`src/ebc_pkg.sv`:
```
// shared types and constants for the external bus control block
package ebc_pkg;
  localparam int EBC_DW = 16;
  localparam int EBC_AW = 16;
  localparam int EBC_GPIO_W = 4;
  // access spaces
  typedef enum logic [1:0] {
    EBC_SP_PROG,
    EBC_SP_DATA,
    EBC_SP_IO
  } ebc_space_t;
  // core-side access request
  typedef struct packed {
    ebc_space_t space;
    logic write;
    logic global_access;
    logic [EBC_AW-1:0] addr;
    logic [EBC_DW-1:0] wdata;
  } ebc_req_t;
  // gathered memory-control pin levels
  typedef struct packed {
    logic prog_n;
    logic data_n;
    logic io_n;
    logic rw;
    logic rd_n;
    logic we_n;
    logic bus_cycle_strobe_n_n;
    logic br_n;
  } ebc_ctl_t;
  localparam ebc_ctl_t EBC_CTL_IDLE = '{1'b1, 1'b1, 1'b1, 1'b1, 1'b1, 1'b1, 1'b1, 1'b1};
  localparam logic [EBC_GPIO_W-1:0] EBC_GPIO_DIR_RST = 4'h0;
  localparam logic [EBC_GPIO_W-1:0] EBC_GPIO_OUT_RST = 4'h0;
  localparam logic EBC_FLAG_RST = 1'b0;
  localparam logic [EBC_AW-1:0] EBC_ADDR_RST = 16'h0000;
  localparam logic [EBC_DW-1:0] EBC_DATA_RST = 16'h0000;
endpackage

```
`src/ebc_space_dec.sv`:
```
// one-hot space select decode for an active bus cycle
`timescale 1ns/10ps
`default_nettype none
module ebc_space_dec
  import ebc_pkg::*;
(
  input wire logic active,
  input wire ebc_space_t space,
  output logic prog_n,
  output logic data_n,
  output logic io_n
);
  wire is_prog = active && (space == EBC_SP_PROG);
  wire is_data = active && (space == EBC_SP_DATA);
  wire is_io = active && (space == EBC_SP_IO);
  assign prog_n = !is_prog;
  assign data_n = !is_data;
  assign io_n = !is_io;
endmodule // ebc_space_dec
`default_nettype wire

```
`src/ebc_gpio.sv`:
```
// four general-purpose pins with direction and level latches
`timescale 1ns/10ps
`default_nettype none
module ebc_gpio
  import ebc_pkg::*;
(
  input wire logic mclk,
  input wire logic resetn,
  input wire logic cfg_we,
  input wire logic [EBC_GPIO_W-1:0] cfg_dir,
  input wire logic [EBC_GPIO_W-1:0] cfg_out,
  input wire logic float_en,
  input wire logic [EBC_GPIO_W-1:0] pin_i,
  output logic [EBC_GPIO_W-1:0] pin_o,
  output logic [EBC_GPIO_W-1:0] pin_oe,
  output logic [EBC_GPIO_W-1:0] pin_level
);
  logic [EBC_GPIO_W-1:0] dir;
  logic [EBC_GPIO_W-1:0] lvl;
  logic [EBC_GPIO_W-1:0] samp;
  always_ff @(posedge mclk) begin
    if (!resetn) begin
      dir <= EBC_GPIO_DIR_RST;
      lvl <= EBC_GPIO_OUT_RST;
    end else if (cfg_we) begin
      dir <= cfg_dir;
      lvl <= cfg_out;
    end
  end
  always_ff @(posedge mclk) begin
    if (!resetn) begin
      samp <= EBC_GPIO_OUT_RST;
    end else begin
      samp <= pin_i;
    end
  end
  assign pin_o = lvl;
  assign pin_oe = float_en ? '0 : dir;
  assign pin_level = samp;
endmodule // ebc_gpio
`default_nettype wire

```
`src/ebc_bus_ctrl.sv`:
```
// external memory and I/O bus sequencer with hold, flag and branch input
`timescale 1ns/10ps
`default_nettype none
// Functional notes
// program select low only during an off-chip program access.
// data select low only during an off-chip data access.
// I/O select low only during an external I/O access.
// ready low stretches the cycle; resampled every following cycle.
// direction line high except during an external write.
// read strobe low on every external read, usable as output enable.
// data bus driven from the falling edge of write strobe.
// write data held through the rising edge of write strobe.
// write strobe low on every external write.
// bus-cycle strobe low only during an active external cycle.
// global bus request asserted with every global data access.
// in hold, bus and controls float and hold acknowledge is asserted.
// float input low puts every output pin in high impedance.
// flag output latched under software control.
// branch taken when the branch input is sampled low.
// general pins are inputs at reset, then set by port control.
// data bus floats whenever the direction line is high.
// at most one space select asserted per bus cycle.
module ebc_bus_ctrl
  import ebc_pkg::*;
(
  input wire logic mclk,
  input wire logic resetn,
  // core request side
  input wire logic req_valid,
  input wire ebc_req_t req,
  output logic req_ready,
  output logic rsp_valid,
  output logic [EBC_DW-1:0] rsp_rdata,
  // hold request from the interrupt logic
  input wire logic hold_req,
  // flag and branch poll
  input wire logic flag_we,
  input wire logic flag_val,
  input wire logic branch_on_input_instruction,
  output logic branch_taken,
  // port control writes for the general pins
  input wire logic async_port_control_reg_we,
  input wire logic [EBC_GPIO_W-1:0] async_port_control_reg_dir,
  input wire logic [EBC_GPIO_W-1:0] async_port_control_reg_out,
  output logic [EBC_GPIO_W-1:0] general_io_level,
  // external pins
  input wire logic float_n,
  input wire logic ready,
  input wire logic branch_condition_in_n,
  output logic [EBC_AW-1:0] addr_o,
  output logic addr_oe,
  input wire logic [EBC_DW-1:0] data_i,
  output logic [EBC_DW-1:0] data_o,
  output logic data_oe,
  output logic program_space_select_n,
  output logic data_space_select_n,
  output logic io_space_select_n,
  output logic rw,
  output logic rd_n,
  output logic we_n,
  output logic bus_cycle_strobe_n,
  output logic global_bus_request_n,
  output logic ctl_oe,
  output logic hold_acknowledge_n,
  output logic hold_acknowledge_oe,
  output logic external_flag_out,
  output logic external_flag_oe,
  output logic [EBC_GPIO_W-1:0] general_io_pins_o,
  output logic [EBC_GPIO_W-1:0] general_io_pins_oe,
  input wire logic [EBC_GPIO_W-1:0] general_io_pins_i
);
  typedef enum logic [1:0] {
    ST_IDLE,
    ST_ACCESS,
    ST_TAIL,
    ST_HOLD
  } ebc_state_t;

  ebc_state_t state;
  ebc_state_t next_state;
  ebc_req_t cur;
  logic [EBC_DW-1:0] rdata;
  logic done;
  logic flag;
  logic branch;
  logic hold_ack;

  wire float_en = !float_n;
  wire take = (state == ST_IDLE) && req_valid && !hold_req;
  wire in_cycle = (state == ST_ACCESS) || (state == ST_TAIL);
  wire cyc_write = in_cycle && cur.write;
  wire cyc_read = in_cycle && !cur.write;
  wire finish = (state == ST_ACCESS) && ready;
  // write strobe low only in the access phase; data stays in the tail
  wire we_phase = (state == ST_ACCESS) && cur.write;

  always_comb begin
    next_state = state;
    unique case (state)
      ST_IDLE: begin
        if (hold_req) begin
          next_state = ST_HOLD;
        end else if (req_valid) begin
          next_state = ST_ACCESS;
        end
      end
      ST_ACCESS: begin
        if (ready) begin
          next_state = ST_TAIL;
        end
      end
      ST_TAIL: begin
        next_state = ST_IDLE;
      end
      ST_HOLD: begin
        if (!hold_req) begin
          next_state = ST_IDLE;
        end
      end
    endcase
  end

  always_ff @(posedge mclk) begin
    if (!resetn) begin
      state <= ST_IDLE;
    end else begin
      state <= next_state;
    end
  end

  always_ff @(posedge mclk) begin
    if (!resetn) begin
      cur <= '0;
    end else if (take) begin
      cur <= req;
    end
  end

  always_ff @(posedge mclk) begin
    if (!resetn) begin
      rdata <= EBC_DATA_RST;
      done <= 1'b0;
    end else begin
      done <= finish;
      if (finish && !cur.write) begin
        rdata <= data_i;
      end
    end
  end

  always_ff @(posedge mclk) begin
    if (!resetn) begin
      flag <= EBC_FLAG_RST;
    end else if (flag_we) begin
      flag <= flag_val;
    end
  end

  always_ff @(posedge mclk) begin
    if (!resetn) begin
      branch <= 1'b0;
    end else begin
      branch <= branch_on_input_instruction && !branch_condition_in_n;
    end
  end

  always_ff @(posedge mclk) begin
    if (!resetn) begin
      hold_ack <= 1'b0;
    end else begin
      hold_ack <= (next_state == ST_HOLD);
    end
  end

  ebc_space_dec u_dec (
    .active(in_cycle),
    .space(cur.space),
    .prog_n(program_space_select_n),
    .data_n(data_space_select_n),
    .io_n(io_space_select_n)
  );

  ebc_gpio u_gpio (
    .mclk(mclk),
    .resetn(resetn),
    .cfg_we(async_port_control_reg_we),
    .cfg_dir(async_port_control_reg_dir),
    .cfg_out(async_port_control_reg_out),
    .float_en(float_en),
    .pin_i(general_io_pins_i),
    .pin_o(general_io_pins_o),
    .pin_oe(general_io_pins_oe),
    .pin_level(general_io_level)
  );

  assign req_ready = (state == ST_IDLE) && !hold_req;
  assign rsp_valid = done;
  assign rsp_rdata = rdata;
  assign branch_taken = branch;

  assign addr_o = in_cycle ? cur.addr : EBC_ADDR_RST;
  assign data_o = cur.wdata;
  assign rw = !cyc_write;
  assign rd_n = !cyc_read;
  assign we_n = !we_phase;
  assign bus_cycle_strobe_n = !in_cycle;
  assign global_bus_request_n = !(in_cycle && cur.global_access && (cur.space == EBC_SP_DATA));
  // driven from the write strobe fall through the tail, past its rise
  assign data_oe = cyc_write && !float_en && !hold_ack;
  assign addr_oe = !float_en && !hold_ack;
  assign ctl_oe = !float_en && !hold_ack;
  assign hold_acknowledge_n = !hold_ack;
  assign hold_acknowledge_oe = !float_en;
  assign external_flag_out = flag;
  assign external_flag_oe = !float_en;
endmodule // ebc_bus_ctrl
`default_nettype wire

```
`config.mk`:
```
export PLATFORM = sky130hd
export DESIGN_NAME = ebc_bus_ctrl
export DESIGN_NICKNAME = d
export VERILOG_FILES = /design/src/ebc_pkg.sv /design/src/ebc_space_dec.sv /design/src/ebc_gpio.sv /design/src/ebc_bus_ctrl.sv
export SDC_FILE = /design/constraint.sdc
export NUM_CORES = 1
export LEC_CHECK = 0
export BUFFER_PORTS_ARGS = -buffer_cell sky130_fd_sc_hd__buf_4
export CORE_MARGIN = 2
export CORE_UTILIZATION = 50
export CTS_BUF_LIST = sky130_fd_sc_hd__clkbuf_4 sky130_fd_sc_hd__clkbuf_8 sky130_fd_sc_hd__clkbuf_16
export DETAILED_ROUTE_END_ITERATION = 8
export PLACE_DENSITY = 0.93
export SYNTH_ARGS = -nofsm -noshare
export SYNTH_HDL_FRONTEND = slang
export SYNTH_HIERARCHICAL = 1
export SYNTH_SLANG_ARGS = --single-unit
```
`constraint.sdc`:
```
create_clock -name mclk -period 2.19 [get_ports mclk]
set_input_delay 0.3285 -clock mclk [delete_from_list [all_inputs] [get_ports mclk]]
set_output_delay 0.3285 -clock mclk [all_outputs]
set_load 0.005 [all_outputs]
```
==> impl_metrics.csv <==
group,metric,value,unit
worst_hold_path,min_from,"general_io_pins_i[0]",
logic_synthesis,ys_ff_latch,70,
drt,wirelength,7.22,mm
place,portBuffers,152,
global_route,grt_overflow,0,
drt,drc_errors,0,
final_layout,synthToLayoutAreaGrowth,37.7,%
worst_hold_path,hold_class,"in -> reg",
power,p_sw,0.00114,W
floorplan,coreArea,0.00624,sq mm
power,combPwrFrac,30.8,%
power,p_int,0.00273,W
place,dp_slack,431,ps
logic_synthesis,ys.flop_type,"dfxtp_1",
setup_path,cp_max_fo,7,
logic_synthesis,synth-seq-area-share,44.1,%
global_route,antenna_found_initial,0,
global_route,grt_pass1_wl,12.0,mm
sta,skew,8.13,ps
drt,wl_per_cell,13.0,microns
final_layout,final_layout_size_suffix_gt1_share,43.3,%
logic_synthesis,yosysMostFrequentCell,"nand2_1",
power,irDropWorstVdd,0.000515,V
final_layout,diodes,0,
setup_path,rr_startpoint,"state[1]",
clocking,cts_setup_buffers,0,
power,p_seq_share,39.4,%
logic_synthesis,synth_area_leaders,"dfxtp_1 44%, nand2_1 13%, a21boi_2 11%, buf_4 4.7%, and2_1 4.5%",
clocking,cts_made_buffers,9,
floorplan,start_util,50.9,%
clocking,hold_buffers,0,
sta,setup_ws,92.3,ps
logic_synthesis,yosys.area.top_type,"dfxtp_1",
clocking,clock_latency,330,ps
logic_synthesis,synth_area_per_cell,9.16,sq um
power,power_leakage,1.95,nW
global_route,grt_pass1_vias,2729,
clocking,ctsResizeCount,0,
clocking,cts_root_buf,"clkbuf_8",
logic_synthesis,syn_nets,426,
logic_synthesis,synth_top_area_share,44.1,%
floorplan,die_w,83.7,microns
sta,setup_viol,0,
power,clkPwrFrac,29.8,%
run,maxCapViolations,0,
run_status,status,"finished clean",
setup_path,startpoint,"state[1]",
logic_synthesis,yosys_warnings,6,
sta,worst_slew_pin_slew,542,ps
clocking,clk_pin_slew,70,ps
floorplan,die_y,83.7,microns
floorplan,row_count,29,
logic_synthesis,synthCells,347,
drt,vias_per_cell,4.84,
drt,antenna_left,0,
sta,hold_viol_final,0,
setup_path,critPathCaptureType,"output pin",
clocking,cts_buffer_depth,2,
sta,min_period,2100,ps
clocking,cts_tree,"done",
setup_path,crit_type,"reg -> out",
drt,dr_total_vias,2688,
drt,drtIter0Drc,85,
place,gp_congestion,0.830,
setup_path,crit_required,1860,ps
floorplan,die_area,0.00701,sq mm
power,switching_share,29.4,%
logic_synthesis,ys_async_sr_fraction,0,%
logic_synthesis,synth_cell_types,35,
logic_synthesis,synth_common_cells,"107 x nand2_1, 70 x dfxtp_1, 30 x a21boi_2",
sta,post-route-period-util,95.8,%
logic_synthesis,synth_edf_count,0,
sta,slew_headroom,63.9,%
logic_synthesis,synthesis.area,0.00318,sq mm
floorplan,ios,153,
sta,fmax,0.477,GHz
sta,grt_setup_unrepaired,"false",
setup_path,cp-start-kind,"flip-flop",
global_route,grt_max_degree,71,
clocking,clock-sinks,70,
clocking,htreeDepth,3,
global_route,groute.usage.overall,21.0,%
final_layout,final_nets,552,
power,powerDensity,883,mW/mm^2
setup_path,cp_data_arrival_time,1770,ps
sta,finalSetupTns,0,ps
sta,drv_slew,0,
drt,dr.pass1.iters,4,
place,hpwl,5.32,mm
-- layout by cell type (no fill, tap or decap), types with 3 or more instances in the layout --
cell	instances
buf_4	153
dfxtp_1	70
a21boi_0	12
clkbuf_8	10
mux2i_1	9
a21boi_2	30
nor2b_1	15
inv_1	5
a21boi_1	10
nand2_1	107
and2_1	23
ha_1	3
-- final timing paths --
check        slack, ps  cells past startpoint                endpoint
max                 90                      4  program_space_select_n
min                210                      2     u_gpio/pin_level[0]
max reg2reg        550                      5           rsp_rdata[14]
min reg2reg        460                      2            rsp_rdata[1]
-- routing by layer --
| metal | routed length, microns | track usage, % |
|---|---|---|
| met3 | 566 | 8.31 |
| met1 | 2850 | 23.1 |
| met5 | 0 | 0 |
| met4 | 25 | 4.99 |
| met2 | 3770 | 37.7 |
-- stage by stage --
stage | hold slack (ps) | utilization, % | instance area, sq um | std cells | power [W]
finish | 206 | 70.1 | 4380 | 555 | 0.00386
global route | 193 | 70.1 | 4380 | 555 | 0.00411
detailed placement | 453 | 66.4 | 4150 | 539 | 0.00273
floorplan | 439 | - | 3180 | 347 | 0.00228
global placement | 443 | 66.4 | 4150 | 539 | 0.00267
CTS | 192 | 70.0 | 4370 | 555 | 0.00388
-- registers in the layout, indices dropped and copies added, names as in the netlist --
name and cells:
u_gpio/dir 4, u_gpio/pin_o 4, u_gpio/pin_level 4, data_o 16
state 2, branch_taken 1, cur 20, hold_ack 1
external_flag_out 1, rsp_rdata 16, rsp_valid 1
-- layout make-up --
class	count	area, sq um
flip-flops and latches	70	1400
well taps	77	96.3
clock inverters	4	70.1
inverters	5	18.8
clock buffers	12	153
repair buffers	154	1160
multi-input cells	233	1480
fillers	501	1870
-- cells by family (layout without fill, tap and decap cells) --
group | Yosys count | after routing | share of synthesized area [%]
AOI/OAI and AO/OA | 61 | 61 | 18.0
and+or+nand+nor | 159 | 159 | 23.9
adders and majority gates | 4 | 4 | 1.57
muxes | 9 | 9 | 2.83
DFF | 70 | 70 | 44.1
buffers and inverters | 44 | 175 | 9.53
-- worst max-delay path: stages (launching register included) --
cell and delay, ps:
dfxtp_1 420, inv_1 110, ha_2 410, or3b_1 350
buf_4 150
-- power groups by stage --
stage / clock network [W] / registers (W) / logic (W)
2_1_floorplan: 0 / 0.00153 / 0.000744
3_3_place_gp: 0 / 0.00154 / 0.00113
3_5_place_dp: 0 / 0.00155 / 0.00118
4_1_cts: 0.00118 / 0.00152 / 0.00118
5_1_grt: 0.00124 / 0.00154 / 0.00133
6_report: 0.00115 / 0.00152 / 0.00119
Note: power is estimated with default switching activity, not from simulation.
